==> config.mk <==
export PLATFORM = sky130hd
export DESIGN_NAME = gcp_top
export DESIGN_NICKNAME = d
export VERILOG_FILES = /design/src/include/gcp_pkg.sv /design/src/include/gcp_deb_if.sv /design/src/design/gcp_debounce.sv /design/src/design/gcp_top.sv
export SDC_FILE = /design/constraint.sdc
export NUM_CORES = 1
export LEC_CHECK = 0
export ABC_AREA = 1
export BUFFER_PORTS_ARGS = -buffer_cell sky130_fd_sc_hd__buf_2
export CORE_MARGIN = 1.5
export CORE_UTILIZATION = 45
export CTS_BUF_LIST = sky130_fd_sc_hd__clkbuf_16
export CTS_CLUSTER_DIAMETER = 200
export DETAILED_ROUTE_END_ITERATION = 7
export PLACE_DENSITY_LB_ADDON = 0.3
export SETUP_SLACK_MARGIN = 0.15
export SLEW_MARGIN = 0
export SYNTH_ARGS = -nofsm -noshare
export SYNTH_HDL_FRONTEND = slang
export SYNTH_HIERARCHICAL = 1
export SYNTH_SLANG_ARGS = --single-unit
==> constraint.sdc <==
create_clock -name sys_clk -period 3.05 [get_ports sys_clk]
set_input_delay 0 -clock sys_clk [delete_from_list [all_inputs] [get_ports sys_clk]]
set_output_delay 0 -clock sys_clk [all_outputs]
set_load 0.005 [all_outputs]
==> src/include/gcp_pkg.sv <==
package gcp_pkg;
	// register offsets
	localparam logic [7:0] GCP_GLBL_ADDR   = 8'h10;
	localparam logic [7:0] GCP_PIN0_ADDR   = 8'h11;
	// global configuration fields
	localparam int GLBL_SFT_LSB    = 0;
	localparam int GLBL_ONKEY_DEB  = 2;
	localparam int GLBL_ONKEY_STY  = 3;
	localparam int GLBL_BIAS_FORCE = 4;
	localparam int GLBL_UPPER_LSB  = 5;
	// pin0 configuration fields
	localparam int PIN_DIR   = 0;
	localparam int PIN_IN    = 1;
	localparam int PIN_DRV   = 2;
	localparam int PIN_OUT   = 3;
	localparam int PIN_DEB   = 4;
	localparam int PIN_ALT   = 5;
	// reset values (factory-programmed bits held at a plain default)
	localparam logic [2:0] GLBL_UPPER_RST  = 3'h0;
	localparam logic       BIAS_FORCE_RST  = 1'b0;
	localparam logic       ONKEY_STY_RST   = 1'b0;
	localparam logic       ONKEY_DEB_RST   = 1'b0;
	localparam logic       PIN_DIR_RST     = 1'b1;
	localparam logic       PIN_DRV_RST     = 1'b0;
	localparam logic       PIN_OUT_RST     = 1'b0;
	localparam logic       PIN_DEB_RST     = 1'b0;
	localparam logic       PIN_ALT_RST     = 1'b0;
	// soft power action codes
	localparam logic [1:0] SFT_NONE        = 2'h0;
	localparam logic [1:0] SFT_COLD_RST    = 2'h1;
	localparam logic [1:0] SOFT_POWER_OFF         = 2'h2;
	localparam logic [1:0] SFT_SHIP        = 2'h3;
	// timing, times in microseconds
	localparam int CLK_MHZ         = 10;
	localparam int ONKEY_SHORT_US  = 500;
	localparam int DEB_LONG_US     = 30000;
	localparam int PD_INIT_US      = 60000;
	localparam int PD_RST_US       = 10240;
	localparam int PD_SLOT_US      = 2560;
	localparam int PD_DISCH_US     = 125000;
	localparam int PD_SLOTS        = 4;
	localparam int ONKEY_SHORT_CYC = ONKEY_SHORT_US * CLK_MHZ;
	localparam int DEB_LONG_CYC    = DEB_LONG_US * CLK_MHZ;
	localparam int PD_INIT_CYC     = PD_INIT_US * CLK_MHZ;
	localparam int PD_RST_CYC      = PD_RST_US * CLK_MHZ;
	localparam int PD_SLOT_CYC     = PD_SLOT_US * CLK_MHZ;
	localparam int PD_DISCH_CYC    = PD_DISCH_US * CLK_MHZ;
	localparam int CNT_W           = 21;

	typedef enum logic [2:0] {
		PS_ON, PS_INIT, PS_RSTDLY, PS_SLOT, PS_DISCH, PS_OFF, PS_SHIP
	} gcp_pstate_e;
endpackage
==> src/include/gcp_deb_if.sv <==
`timescale 1ns/1ns
`default_nettype none
interface gcp_deb_if;
	logic raw;
	logic sel_long;
	logic level;
	modport filt (input raw, input sel_long, output level);
	modport user (output raw, output sel_long, input level);
endinterface
`default_nettype wire

==> src/design/gcp_debounce.sv <==
`timescale 1ns/1ns
`default_nettype none
module gcp_debounce
	import gcp_pkg::*;
#(
	parameter int SHORT_CNT = 0,
	parameter int LONG_CNT  = 1
) (
	// clock and reset
	input wire logic   sys_clk,
	input wire logic   reset,
	// filtered line
	gcp_deb_if.filt    dl
);
	logic [CNT_W-1:0] cnt;
	logic [CNT_W-1:0] next_cnt;
	logic             lvl;
	logic             next_lvl;
	logic [CNT_W-1:0] lim;

	always_comb begin
		lim      = dl.sel_long ? CNT_W'(LONG_CNT) : CNT_W'(SHORT_CNT);
		next_cnt = '0;
		next_lvl = lvl;
		if (lim == '0) begin
			next_lvl = dl.raw;
		end else if (dl.raw != lvl) begin
			// glitches shorter than the period restart the count
			if (cnt == lim - CNT_W'(1)) begin
				next_lvl = dl.raw;
			end else begin
				next_cnt = cnt + CNT_W'(1);
			end
		end
	end

	always_ff @(posedge sys_clk) begin
		if (reset) begin
			cnt <= '0;
			lvl <= dl.raw; // start at the line's idle level, so no false edge follows reset
		end else begin
			cnt <= next_cnt;
			lvl <= next_lvl;
		end
	end

	assign dl.level = lvl;
endmodule
`default_nettype wire

==> src/design/gcp_top.sv <==
`timescale 1ns/1ns
`default_nettype none
// Summary of operation
// - bias force bit high keeps main bias on; else on/off controller decides.
// - on-key style bit: 0 push-button, 1 slide-switch.
// - on-key debounce bit: 0 gives 500us, 1 gives 30ms.
// - soft power action code 00 does nothing.
// - code 01 powers down, resets, then powers up again unaided.
// - code 10 powers down, resets, then waits for a wake-up event.
// - code 11 powers down, resets config, opens battery switch, awaits ship exit.
// - power-down runs 60ms, 10.24ms, four 2.56ms slots, then 125ms discharge.
// - alternate bit high makes pin an active-high low-power enable input.
// - pin debounce bit: 0 none, 1 gives 30ms; resets to 0.
// - direction bit 0 output, 1 input; resets to input.
// - output value 0 drives low; 1 drives high or floats if open-drain.
// - drive type bit 0 open-drain, 1 push-pull; ignored for inputs.
// - input value bit reads the synchronised pin level after the pin debounce filter.
module gcp_top
	import gcp_pkg::*;
#(
	parameter int ONKEY_SHORT = ONKEY_SHORT_CYC,
	parameter int DEB_LONG    = DEB_LONG_CYC,
	parameter int T_INIT      = PD_INIT_CYC,
	parameter int T_RST       = PD_RST_CYC,
	parameter int T_SLOT      = PD_SLOT_CYC,
	parameter int T_DISCH     = PD_DISCH_CYC
) (
	// clock and reset
	input  wire logic       sys_clk,
	input  wire logic       reset,
	// register access port from the serial interface engine
	input  wire logic [7:0] reg_addr,
	input  wire logic       reg_wr,
	input  wire logic [7:0] reg_wdata,
	input  wire logic       reg_rd,
	output var  logic [7:0] reg_rdata,
	// power controller side
	input  wire logic       onoff_bias_req,
	input  wire logic       wake_event,
	input  wire logic       ship_exit_event,
	output var  logic       main_bias_en,
	output var  logic [3:0] rail_en,
	output var  logic       discharge_en,
	output var  logic       reset_out_pin_n,
	output var  logic       batt_sys_open,
	// on-key pin
	input  wire logic       onkey_pin_n,
	output var  logic       onkey_level,
	output var  logic       onkey_input_style,
	// pin 0
	input  wire logic       pin0_in,
	output var  logic       pin0_out,
	output var  logic       pin0_oe,
	output var  logic       low_power_req
);
	// synchronisers: stage one feeds stage two only
	logic [3:0] sync1;
	logic [3:0] sync2;
	always_ff @(posedge sys_clk) begin
		if (reset) begin
			sync1 <= 4'h8; // idle levels: on-key high, pin and events low
			sync2 <= 4'h8;
		end else begin
			sync1 <= {onkey_pin_n, pin0_in, wake_event, ship_exit_event};
			sync2 <= sync1;
		end
	end

	gcp_deb_if onkey_if ();
	gcp_deb_if pin_if ();

	// configuration state
	logic [2:0]  glbl_upper;
	logic        bias_force;
	logic        onkey_sty;
	logic        onkey_deb;
	logic        pin_dir;
	logic        pin_drv;
	logic        pin_dout;
	logic        pin_deb;
	logic        pin_alt;
	gcp_pstate_e pst;
	logic [CNT_W-1:0] cnt;
	logic [1:0]  slot;
	logic [1:0]  act;

	logic [2:0]  next_glbl_upper;
	logic        next_bias_force;
	logic        next_onkey_sty;
	logic        next_onkey_deb;
	logic        next_pin_dir;
	logic        next_pin_drv;
	logic        next_pin_dout;
	logic        next_pin_deb;
	logic        next_pin_alt;
	gcp_pstate_e next_pst;
	logic [CNT_W-1:0] next_cnt;
	logic [1:0]  next_slot;
	logic [1:0]  next_act;
	logic        cfg_clear;
	logic        done;
	logic [CNT_W-1:0] lim;

	assign onkey_if.raw      = sync2[3];
	assign onkey_if.sel_long = onkey_deb;
	assign pin_if.raw        = sync2[2];
	assign pin_if.sel_long   = pin_deb;

	gcp_debounce #(.SHORT_CNT(ONKEY_SHORT), .LONG_CNT(DEB_LONG)) u_onkey_deb (
		.sys_clk (sys_clk),
		.reset   (reset),
		.dl      (onkey_if.filt)
	);
	// no short period: pin debounce off means pass-through
	gcp_debounce #(.SHORT_CNT(0), .LONG_CNT(DEB_LONG)) u_pin_deb (
		.sys_clk (sys_clk),
		.reset   (reset),
		.dl      (pin_if.filt)
	);

	// power-down sequencer
	always_comb begin
		next_pst  = pst;
		next_cnt  = cnt + CNT_W'(1);
		next_slot = slot;
		next_act  = act;
		cfg_clear = 1'b0;
		case (pst)
			PS_INIT:   lim = CNT_W'(T_INIT);
			PS_RSTDLY: lim = CNT_W'(T_RST);
			PS_SLOT:   lim = CNT_W'(T_SLOT);
			default:   lim = CNT_W'(T_DISCH);
		endcase
		done = (cnt == lim - CNT_W'(1));
		case (pst)
			PS_ON: begin
				next_cnt = '0;
				if (reg_wr && reg_addr == GCP_GLBL_ADDR && reg_wdata[1:0] != SFT_NONE) begin
					next_act = reg_wdata[1:0];
					next_pst = PS_INIT;
				end
			end
			PS_INIT: begin
				if (done) begin
					next_pst = PS_RSTDLY;
					next_cnt = '0;
				end
			end
			PS_RSTDLY: begin
				if (done) begin
					next_pst  = PS_SLOT;
					next_cnt  = '0;
					next_slot = 2'h0;
				end
			end
			PS_SLOT: begin
				if (done) begin
					next_cnt  = '0;
					next_slot = slot + 2'h1;
					if (slot == 2'(PD_SLOTS - 1)) begin
						next_pst = PS_DISCH;
					end
				end
			end
			PS_DISCH: begin
				if (done) begin
					next_cnt  = '0;
					cfg_clear = 1'b1;
					if (act == SFT_COLD_RST) begin
						next_pst = PS_ON;
					end else if (act == SOFT_POWER_OFF) begin
						next_pst = PS_OFF;
					end else begin
						next_pst = PS_SHIP;
					end
				end
			end
			PS_OFF: begin
				next_cnt = '0;
				if (sync2[1]) begin
					next_pst = PS_ON;
				end
			end
			default: begin
				next_cnt = '0;
				if (sync2[0]) begin
					next_pst = PS_ON;
				end
			end
		endcase
	end

	// register writes; commands are not stored, so the field reads 00
	always_comb begin
		next_glbl_upper = glbl_upper;
		next_bias_force = bias_force;
		next_onkey_sty  = onkey_sty;
		next_onkey_deb  = onkey_deb;
		next_pin_dir    = pin_dir;
		next_pin_drv    = pin_drv;
		next_pin_dout   = pin_dout;
		next_pin_deb    = pin_deb;
		next_pin_alt    = pin_alt;
		if (cfg_clear) begin
			next_glbl_upper = GLBL_UPPER_RST;
			next_bias_force = BIAS_FORCE_RST;
			next_onkey_sty  = ONKEY_STY_RST;
			next_onkey_deb  = ONKEY_DEB_RST;
			next_pin_dir    = PIN_DIR_RST;
			next_pin_drv    = PIN_DRV_RST;
			next_pin_dout   = PIN_OUT_RST;
			next_pin_deb    = PIN_DEB_RST;
			next_pin_alt    = PIN_ALT_RST;
		end else if (reg_wr && reg_addr == GCP_GLBL_ADDR) begin
			next_glbl_upper = reg_wdata[7:GLBL_UPPER_LSB];
			next_bias_force = reg_wdata[GLBL_BIAS_FORCE];
			next_onkey_sty  = reg_wdata[GLBL_ONKEY_STY];
			next_onkey_deb  = reg_wdata[GLBL_ONKEY_DEB];
		end else if (reg_wr && reg_addr == GCP_PIN0_ADDR) begin
			// bits 7 and 6 are not stored; input value bit is read-only
			next_pin_dir  = reg_wdata[PIN_DIR];
			next_pin_drv  = reg_wdata[PIN_DRV];
			next_pin_dout = reg_wdata[PIN_OUT];
			next_pin_deb  = reg_wdata[PIN_DEB];
			next_pin_alt  = reg_wdata[PIN_ALT];
		end
	end

	always_ff @(posedge sys_clk) begin
		if (reset) begin
			glbl_upper <= GLBL_UPPER_RST;
			bias_force <= BIAS_FORCE_RST;
			onkey_sty  <= ONKEY_STY_RST;
			onkey_deb  <= ONKEY_DEB_RST;
			pin_dir    <= PIN_DIR_RST;
			pin_drv    <= PIN_DRV_RST;
			pin_dout   <= PIN_OUT_RST;
			pin_deb    <= PIN_DEB_RST;
			pin_alt    <= PIN_ALT_RST;
			pst        <= PS_ON;
			cnt        <= '0;
			slot       <= 2'h0;
			act        <= SFT_NONE;
		end else begin
			glbl_upper <= next_glbl_upper;
			bias_force <= next_bias_force;
			onkey_sty  <= next_onkey_sty;
			onkey_deb  <= next_onkey_deb;
			pin_dir    <= next_pin_dir;
			pin_drv    <= next_pin_drv;
			pin_dout   <= next_pin_dout;
			pin_deb    <= next_pin_deb;
			pin_alt    <= next_pin_alt;
			pst        <= next_pst;
			cnt        <= next_cnt;
			slot       <= next_slot;
			act        <= next_act;
		end
	end

	// registered outputs
	logic [7:0] next_rdata;
	logic [3:0] next_rail;
	always_comb begin
		next_rdata = reg_rdata;
		if (reg_rd) begin
			if (reg_addr == GCP_GLBL_ADDR) begin
				next_rdata = {glbl_upper, bias_force, onkey_sty, onkey_deb, SFT_NONE};
			end else if (reg_addr == GCP_PIN0_ADDR) begin
				next_rdata = {2'h0, pin_alt, pin_deb, pin_dout, pin_drv, pin_if.level, pin_dir};
			end else begin
				next_rdata = 8'h00;
			end
		end
		next_rail = rail_en;
		if (pst == PS_ON) begin
			next_rail = 4'hF;
		end else if (pst == PS_SLOT && done) begin
			next_rail[slot] = 1'b0;
		end
	end

	always_ff @(posedge sys_clk) begin
		if (reset) begin
			reg_rdata         <= 8'h00;
			main_bias_en      <= 1'b0;
			rail_en           <= 4'hF;
			discharge_en      <= 1'b0;
			reset_out_pin_n   <= 1'b1;
			batt_sys_open     <= 1'b0;
			onkey_level       <= 1'b1;
			onkey_input_style <= 1'b0;
			pin0_out          <= 1'b0;
			pin0_oe           <= 1'b0;
			low_power_req     <= 1'b0;
		end else begin
			reg_rdata         <= next_rdata;
			main_bias_en      <= bias_force | onoff_bias_req;
			rail_en           <= next_rail;
			discharge_en      <= (pst == PS_DISCH);
			// reset output held low from the end of its delay until power-up
			reset_out_pin_n   <= (pst == PS_ON) || (pst == PS_INIT) || (pst == PS_RSTDLY);
			batt_sys_open     <= (pst == PS_SHIP);
			onkey_level       <= onkey_if.level;
			onkey_input_style <= onkey_sty;
			// alternate mode or input direction never drives the pin
			pin0_out          <= pin_dout;
			pin0_oe           <= !pin_alt && !pin_dir && (!pin_dout || pin_drv);
			low_power_req     <= pin_alt && pin_if.level;
		end
	end
endmodule
`default_nettype wire

==> run metrics, run 1 <==
Max Clock Skew=9.26 ps; post-layout min period=2470 ps; antenna fix cells=0; Max Clock Freq=0.405 GHz; Die Area=13,200 um2; Setup crit start kind=flop; drt first pass iters=5; largest net degree at the start of global routing=27; DRC errors left=0; setup tns final=0 ps; Worst Max-Slew Pin Slew=510 ps; Syn. warnings=6; WP data arrival=2740 ps; largest area contributor in the netlist=dfxtp_1; count leader, synth=nand2_1; clock buffer depth=2; routability cong.=0.864; setup violators final=0; status=complete, no violations; Site Rows=40; Bufs and invs on worst path=4; Final Slew Violations=0; root buf cell=clkbuf_16; share of cells above drive strength 1=0.137; library cells used by synthesis=44; period utilisation layout=0.809; Initial Utilization=0.464; Yosys reg bits=112; H-Tree Depth=3; Worst VDD drop=0.380 mV; CP max stage cell=dfxtp_1; Mapped Cells=792; Sink Count=112; Tot Pwr=3.46 mW; total wire length=12,000 um; CTS Hold Buffers Added=14; crit end category=flop; hold violation count in the final report=0; via count=4,829; Syn Std Cell Area=5620 um2; Net Sw Frac=0.310; CTS tree=built; initial antenna violation count=0; largest stage delay on the critical path=500 ps; relative slew slack=0.659; final net count=885; min-delay worst type=in -> reg; cell mode on critical path=nand2_1; overall die width=115 um; Async S/R FF share, synth=0; Internal=2.39 mW; PortBufs=45; clock transition at the registers of the reported paths=80 ps; Detail Placement HPWL=8680 um; EDFF count, synth=2; crit-path leading delay family=simple AND/OR/NAND/NOR gates; post-synth top area share=0.392; drt wl/cell=11.7 um; synth top area cells=dfxtp_1 (39%), nand2_1 (13%), nor2_1 (10%), inv_1 (5.6%), nand3_1 (4.6%); grt total ovfl=0; WS Path Type=reg -> reg; Crit path required time=3320 ps; Via density=4.72; register area=2260 um2; Clk pwr share=0.348; power share of the sequential group=0.452; utilization after layout=0.529; crit path cell chain=inv_2 > nor2_1 > inv_1 > ha_1 > inv_1 > nand2_1 > nand3_1 > nand2_1 > nand2_1 > inv_2 > nand2_1 > nor2_4 > nand2_4 > nand3_2 > nor3b_1; switching pwr=1.07 mW; antenna viol nets, final=0; Logic pwr share=0.200; Seq/Total Area, Yosys=0.403; vias in the first global route=4,509; synth cell count leaders=nand2_1 (201), nor2_1 (154), dfxtp_1 (110); post-CTS setup buffer count=0; Core Area=12,100 um2; P&R area growth vs syn=14.1%; RSZ-0062 raised after global routing=no; Fillers=1,229; DRT iter0 DRCs=339; first-pass GRT wire length=20,700 um; area of the multi-input gates=2900 um2; die height=115 um; PwrDens=540 nW/um2; gr usage total=0.197; Avg Inst Size Synth=7.09 um2; io pins=46; LEAKAGE=2.43 nW; Post-synth top flop=dfxtp_1; crit-path max FO=21; Num CTS Buffers=9; post-CTS sizing=0; clk_lat worst skew=360 ps; max-cap violations=0; syn_nets=827
## sequential cells by signal (all words and copies together), names as in the netlist, 2 cells and up
name,cells
u_pin_deb/cnt,21
slot,2
pst,3
reg_rdata,8
u_onkey_deb/cnt,21
cnt,21
act,2
glbl_upper,3
sync1,4
rail_en,4
sync2,4
## worst register-to-register path: stages (launching register included)
cell and delay [ps]:
dfxtp_1 500, inv_2 120, nor2_1 230, inv_1 70, ha_1 210, inv_1 80
nand2_1 70, nand3_1 70, nand2_1 60, nand2_1 70, inv_2 30, nand2_1 100
nor2_4 60, nand2_4 100, nand3_2 340, nor3b_1 290
## logic make-up (layout without fill, tap and decap cells)
family	after synthesis	count (layout)	synth area share
xor gates and xnor gates	40	40	0.0624
adders and majority gates	10	10	0.0223
DFF	112	112	0.403
and+or+nand+nor	470	470	0.371
AOI/OAI and AO/OA	53	53	0.0617
buffers and inverters	107	170	0.0802
## final cells by class
type	instances	area share
Clock inverter	7	0.0119
Sequential cell	112	0.353
Clock buffer	9	0.0351
Tap cell	168	0.0328
Inverter	93	0.0549
Multi-Input combinational cell	573	0.453
Timing Repair Buffer	61	0.0593
## cell usage in the layout, fill, tap and decap left out, drive strengths merged, types with 2 or more instances in the layout
cell | synthesis | final
nand2 | 211 | 211
nor2 | 164 | 164
dfxtp | 110 | 110
inv | 92 | 96
nand3 | 58 | 58
buf | 8 | 47
a21oi | 28 | 28
xor2 | 22 | 22
xnor2 | 18 | 18
dlygate4sd3 | 0 | 14
nand4 | 13 | 13
o21ai | 13 | 13
ha | 10 | 10
clkbuf | 6 | 9
nor3 | 8 | 8
or2 | 7 | 7
nand3b | 4 | 4
o211ai | 4 | 4
clkinv | 1 | 2
a211oi | 2 | 2
nor4 | 2 | 2
edfxtp | 2 | 2
o21bai | 2 | 2
## per-layer routing
layer,GRT usage,wire (um)
met1,0.261,5750
met4,0.0568,201
met2,0.321,5470
met3,0.0466,541
met5,0,0
## power groups by stage
stage / registers [mW] / logic [mW] / clock network (mW)
floorplan: 1.58 / 0.570 / 0
global placement: 1.60 / 0.680 / 0
detailed placement: 1.60 / 0.683 / 0
CTS: 1.56 / 0.697 / 1.24
global route: 1.57 / 0.798 / 1.30
finish: 1.56 / 0.693 / 1.21
## metrics by stage
stage	hold slack [ps]	instance area, um2	instances	worst slack (ps)
final	50.3	6410	1023	582
after global routing	53.9	6410	1023	273
after global placement	206	5970	993	633
after CTS	33.4	6410	1023	513
after detailed placement	210	5970	993	540
after floorplan	104	5620	792	964
## final timing paths
path | from | end | cells past startpoint | slack [ps]
min reg2reg | sync1[2]$_SDFF_PP0_ | sync2[2]$_SDFF_PP0_ | 2 | 410
max | pst[0]$_SDFFE_PP0P_ | cnt[10]$_SDFF_PP0_ | 15 | 580
min | reg_wr | bias_force$_SDFFE_PP0P_ | 3 | 50
max reg2reg | pst[0]$_SDFFE_PP0P_ | cnt[10]$_SDFF_PP0_ | 15 | 580
Note: power is estimated with default switching activity, not from simulation.
==> inputs of run 2 (changes only) <==
==> constraint.sdc (replaced) <==
create_clock -name sys_clk -period 2.2 [get_ports sys_clk]
set_input_delay 0 -clock sys_clk [delete_from_list [all_inputs] [get_ports sys_clk]]
set_output_delay 0 -clock sys_clk [all_outputs]
set_load 0.005 [all_outputs]
==> run 2 against run 1 <==
  * Sequential cell count unchanged
  * Sequential power increased by 40%
  * Via count up 4.1%
  * Largest power group unchanged
  * Critical path type unchanged
  * First-iteration DRC count grew 0.88%
  * Critical endpoint is now cnt[12]$_SDFF_PP0_
  * Combinational power grew 130%
==> run metrics, run 2 (synthesized netlist as in run 1, its figures left out) <==
vias in the first global route=4,598; Crit path required time=2440 ps; most frequent cells in the layout=nand2_1 (192), nor2_1 (142), dfxtp_1 (107), inv_1 (79), nand3_1 (48); min-delay worst type=in -> reg; root buf cell=clkbuf_16; final cell count without fillers=1,050; DRC errors left=0; grt total ovfl=0; relative slew slack=0.604; WP data arrival=2310 ps; Via density=4.79; Setup crit start kind=flop; post-layout min period=2070 ps; R2R cell count=15; crit-path max FO=5; DRT iter0 DRCs=342; via count=5,026; Max Clock Skew=9.72 ps; clock buffer depth=2; period utilisation layout=0.942; gr usage total=0.204; drt wl/cell=12.4 um; Worst VDD drop=0.470 mV; WS Path Type=reg -> reg; clock transition at the registers of the reported paths=80 ps; hold violation count in the final report=0; Initial Utilization=0.464; setup violators final=0; top flop regs=cnt x21, u_onkey_deb/cnt x21, u_pin_deb/cnt x21; flop-to-flop setup slack=130 ps; PwrDens=802 nW/um2; Critical R2R Launch=pst[0]$_SDFFE_PP0P_; Sink Count=112; Core Area=12,100 um2; placed cells=1,003; P&R area growth vs syn=23.0%; antenna viol nets, final=0; Critical path origin=pst[0]$_SDFFE_PP0P_; io pins=46; worst setup path end=cnt[12]$_SDFF_PP0_; Num CTS Buffers=9; Max Clock Freq=0.483 GHz; hold path cells=3; r2r endpoint=cnt[12]$_SDFF_PP0_; Die Area=13,200 um2; Site Rows=40; routability cong.=0.876; H-Tree Depth=3; status=complete, no violations; largest net degree at the start of global routing=22; CTS tree=built; clk_lat worst skew=350 ps; Detail Placement HPWL=8840 um; setup tns final=0 ps; die height=115 um; Tot Pwr=5.54 mW; most common cell after layout, fill and taps aside=nand2_1; worst setup margin=128 ps; initial antenna violation count=0; drt first pass iters=5; Worst Max-Slew Pin Slew=594 ps; Final Slew Violations=0; antenna fix cells=0; total wire length=13,000 um; crit end category=flop; LEAKAGE=2.61 nW; max-cap violations=0; PortBufs=45; RSZ-0062 raised after global routing=yes; overall die width=115 um; first-pass GRT wire length=21,400 um; share of cells above drive strength 1=0.206; Place WS=87.9 ps; final net count=912
-- run 2: metal layers --
metal | vias up | track usage | wire length [um]
met3 | 24 | 0.0424 | 390
met2 | 81 | 0.332 | 6140
met1 | 2281 | 0.267 | 6140
met4 | 0 | 0.0807 | 324
li1 | 2640 | - | -
met5 | - | 0 | 0
-- run 2: through the flow --
stage | utilization | area (um2) | hold slack (ps)
final | 0.571 | 6910 | 41.5
after global routing | 0.571 | 6910 | 38.1
after CTS | 0.553 | 6700 | 31.9
after detailed placement | 0.501 | 6070 | 192
after global placement | 0.501 | 6070 | 191
after floorplan | - | 5620 | 104
-- run 2: timing repair --
item	4_1_cts	5_1_grt
gates cloned	1	3
pin swaps	11	19
setup endpoints to repair	31	40
hold buffers	16	0
gates resized for setup	16	40
buffers inserted	8	3
endpoints found under the hold margin	23	0
-- run 2: cell type report --
cell class                 instances  area (um2)
fill                            1147        5200
multi-input combinational        573        3070
sequential                       112        2270
timing repair buffer              88         679
inverter                          93         359
clock buffer                       9         225
tap                              168         210
clock inverter                     7        92.6
-- run 2: report_power, final --
part | switching [mW] | internal [mW] | total, mW
clock network | 0.757 | 0.999 | 1.76
logic | 0.936 | 0.660 | 1.60
registers | 0.0825 | 2.11 | 2.19
total | 1.78 | 3.77 | 5.54
-- run 2: critical path: stages, from the launching register on --
cell,delay [ps]
dfxtp_4,390
inv_6,50
nor2_4,110
inv_2,60
ha_4,270
nand2_2,60
nand2_2,80
nand3_2,70
nor2_2,110
nand2_2,70
nor2_4,130
nand2_4,90
buf_6,140
nand3_4,110
clkbuf_16,180
nor2_2,30
-- run 2: how the worst min path moves through the flow --
stage | startpoint | to
CTS | reg_wr | glbl_upper[0]$_SDFFE_PP0P_
detailed placement | onkey_pin_n | sync1[3]$_SDFF_PP1_
global route | reg_wr | glbl_upper[0]$_SDFFE_PP0P_
global placement | onkey_pin_n | sync1[3]$_SDFF_PP1_
floorplan | onkey_pin_n | sync1[3]$_SDFF_PP1_
finish | reg_wr | bias_force$_SDFFE_PP0P_
==> inputs of run 3 (changes only) <==
--- a/config.mk
+++ b/config.mk
@@ -7,8 +7,10 @@
 export LEC_CHECK = 0
 export ABC_AREA = 1
 export BUFFER_PORTS_ARGS = -buffer_cell sky130_fd_sc_hd__buf_2
+export CELL_PAD_IN_SITES_DETAIL_PLACEMENT = 1
+export CELL_PAD_IN_SITES_GLOBAL_PLACEMENT = 2
 export CORE_MARGIN = 1.5
-export CORE_UTILIZATION = 45
+export CORE_UTILIZATION = 34
 export CTS_BUF_LIST = sky130_fd_sc_hd__clkbuf_16
 export CTS_CLUSTER_DIAMETER = 200
 export DETAILED_ROUTE_END_ITERATION = 7
==> constraint.sdc (replaced) <==
create_clock -name sys_clk -period 2.3 [get_ports sys_clk]
set_input_delay 0 -clock sys_clk [delete_from_list [all_inputs] [get_ports sys_clk]]
set_output_delay 0 -clock sys_clk [all_outputs]
set_load 0.005 [all_outputs]
==> run 3 against run 2 <==
  * Die area increased by 31%
  * Sequential share of layout area increased by 1.3 points
  * Cell count increased by 3.1%
==> run metrics, run 3 (synthesized netlist as in run 1, its figures left out) <==
Initial Utilization=0.351; top flop regs=cnt x21, u_onkey_deb/cnt x21, u_pin_deb/cnt x21; vias in the first global route=5,225; LEAKAGE=2.50 nW; post-route cell area=6640 um2; WS Path Type=reg -> reg; PortBufs=45; Post-DP Area=6120 um2; Worst Max-Slew Pin Slew=554 ps; RSZ-0062 raised after global routing=no; largest stage delay on the critical path=370 ps; Setup crit start kind=flop; Die Area=17,300 um2; hold violation count in the final report=0; via count=5,085; most common cell after layout, fill and taps aside=nand2_1; clock transition at the registers of the reported paths=70 ps; die height=132 um; crit-path max FO=11; crit-path leading delay family=simple AND/OR/NAND/NOR gates; H-Tree Depth=3; CTS tree=built; utilization after layout=0.415; grt total ovfl=0; largest net degree at the start of global routing=27; overall die width=132 um; Num CTS Buffers=9; CP max stage cell=dfxtp_4; Bufs and invs on worst path=4; total wire length=14,800 um; relative slew slack=0.631; P&R area growth vs syn=18.3%; clk_lat worst skew=350 ps; PwrDens=729 nW/um2; Worst VDD drop=0.391 mV; gr usage total=0.176; Fillers=2,098; DRC errors left=0; post-layout min period=1970 ps; final net count=898; Max Clock Freq=0.508 GHz; io pins=46; period utilisation layout=0.855; initial antenna violation count=0; clock buffer depth=2; area of the multi-input gates=2950 um2; Sink Count=112; WP data arrival=2270 ps; drt wl/cell=13.6 um; setup tns final=0 ps; setup violators final=0; crit path cell chain=inv_6 > nand3_4 > nand2_4 > ha_4 > inv_1 > nand2_1 > nand2_1 > nand3_1 > nor2_1 > nand2_1 > nor2_4 > nand2_4 > o21ai_4 > buf_12 > inv_1 > nand3_1; Detail Placement HPWL=11,200 um; share of cells above drive strength 1=0.159; register area=2270 um2; max-cap violations=0; worst hold slack=17.9 ps; antenna fix cells=0; antenna viol nets, final=0; min-delay worst type=in -> reg; Max Clock Skew=6.88 ps; Via density=4.70; crit end category=flop; Crit path required time=2600 ps; drt first pass iters=4; cell mode on critical path=nand2_1; Final Slew Violations=0; DRT iter0 DRCs=157; status=complete, no violations; Core Area=16,000 um2; first-pass GRT wire length=24,900 um; most frequent cells in the layout=nand2_1 (200), nor2_1 (153), dfxtp_1 (107), inv_1 (82), nand3_1 (52); Site Rows=46; root buf cell=clkbuf_16; routability cong.=0.771
-- run 3: changes by cell type in the layout (fill, tap and decap cells not counted), moves of 5 or more --
cell	previous run	this run
nor2_1	142	153
a21oi_1	12	18
nor2_2	13	3
a21oi_2	16	10
buf_4	19	14
nand2_1	192	200
nand2_2	13	6
-- run 3: layout make-up --
| cell class | instances | share of cell area |
|---|---|---|
| Multi-Input combinational cell | 573 | 0.445 |
| Sequential cell | 112 | 0.342 |
| Timing Repair Buffer | 74 | 0.0753 |
| Inverter | 93 | 0.0541 |
| Tap cell | 216 | 0.0407 |
| Clock buffer | 10 | 0.0377 |
| Clock inverter | 5 | 0.00565 |
-- run 3: final timing paths --
check                      startpoint                         to  slack [ps]  cells past startpoint
setup reg to reg  pst[0]$_SDFFE_PP0P_       pin_dir$_SDFFE_PP1P_         330                     16
setup / recovery  pst[0]$_SDFFE_PP0P_       pin_dir$_SDFFE_PP1P_         330                     16
hold reg to reg   sync1[2]$_SDFF_PP0_        sync2[2]$_SDFF_PP0_         410                      2
hold / removal                 reg_rd  reg_rdata[6]$_SDFFE_PP0P_          20                      2
-- run 3: report_power, final --
| group | switching (mW) | internal (mW) |
|---|---|---|
| Combinational | 0.763 | 0.466 |
| Sequential | 0.0679 | 2.02 |
| Clock | 0.731 | 0.802 |
-- run 3: what timing repair did --
item | CTS | global route
endpoints found under the hold margin | 18 | 0
pin swaps | 0 | 10
buffers inserted | 0 | 5
hold buffers | 13 | 0
endpoints found under the setup margin | 11 | 40
resized for setup | 2 | 17
-- run 3: routing by layer --
metal | up-vias | share of wire | track usage
li1 | 2611 | - | -
met1 | 2413 | 0.47 | 0.221
met2 | 48 | 0.49 | 0.308
met3 | 13 | 0.021 | 0.0313
met4 | 0 | 0.013 | 0.0519
met5 | - | 0 | 0
-- run 3: stage by stage --
step | cells | power [mW] | setup slack, ps
2_1_floorplan | 792 | 2.85 | 214
3_3_place_gp | 1050 | 3.16 | 223
3_5_place_dp | 1050 | 3.20 | 132
4_1_cts | 1078 | 4.77 | 153
5_1_grt | 1083 | 5.13 | 137
6_report | 1083 | 4.85 | 333
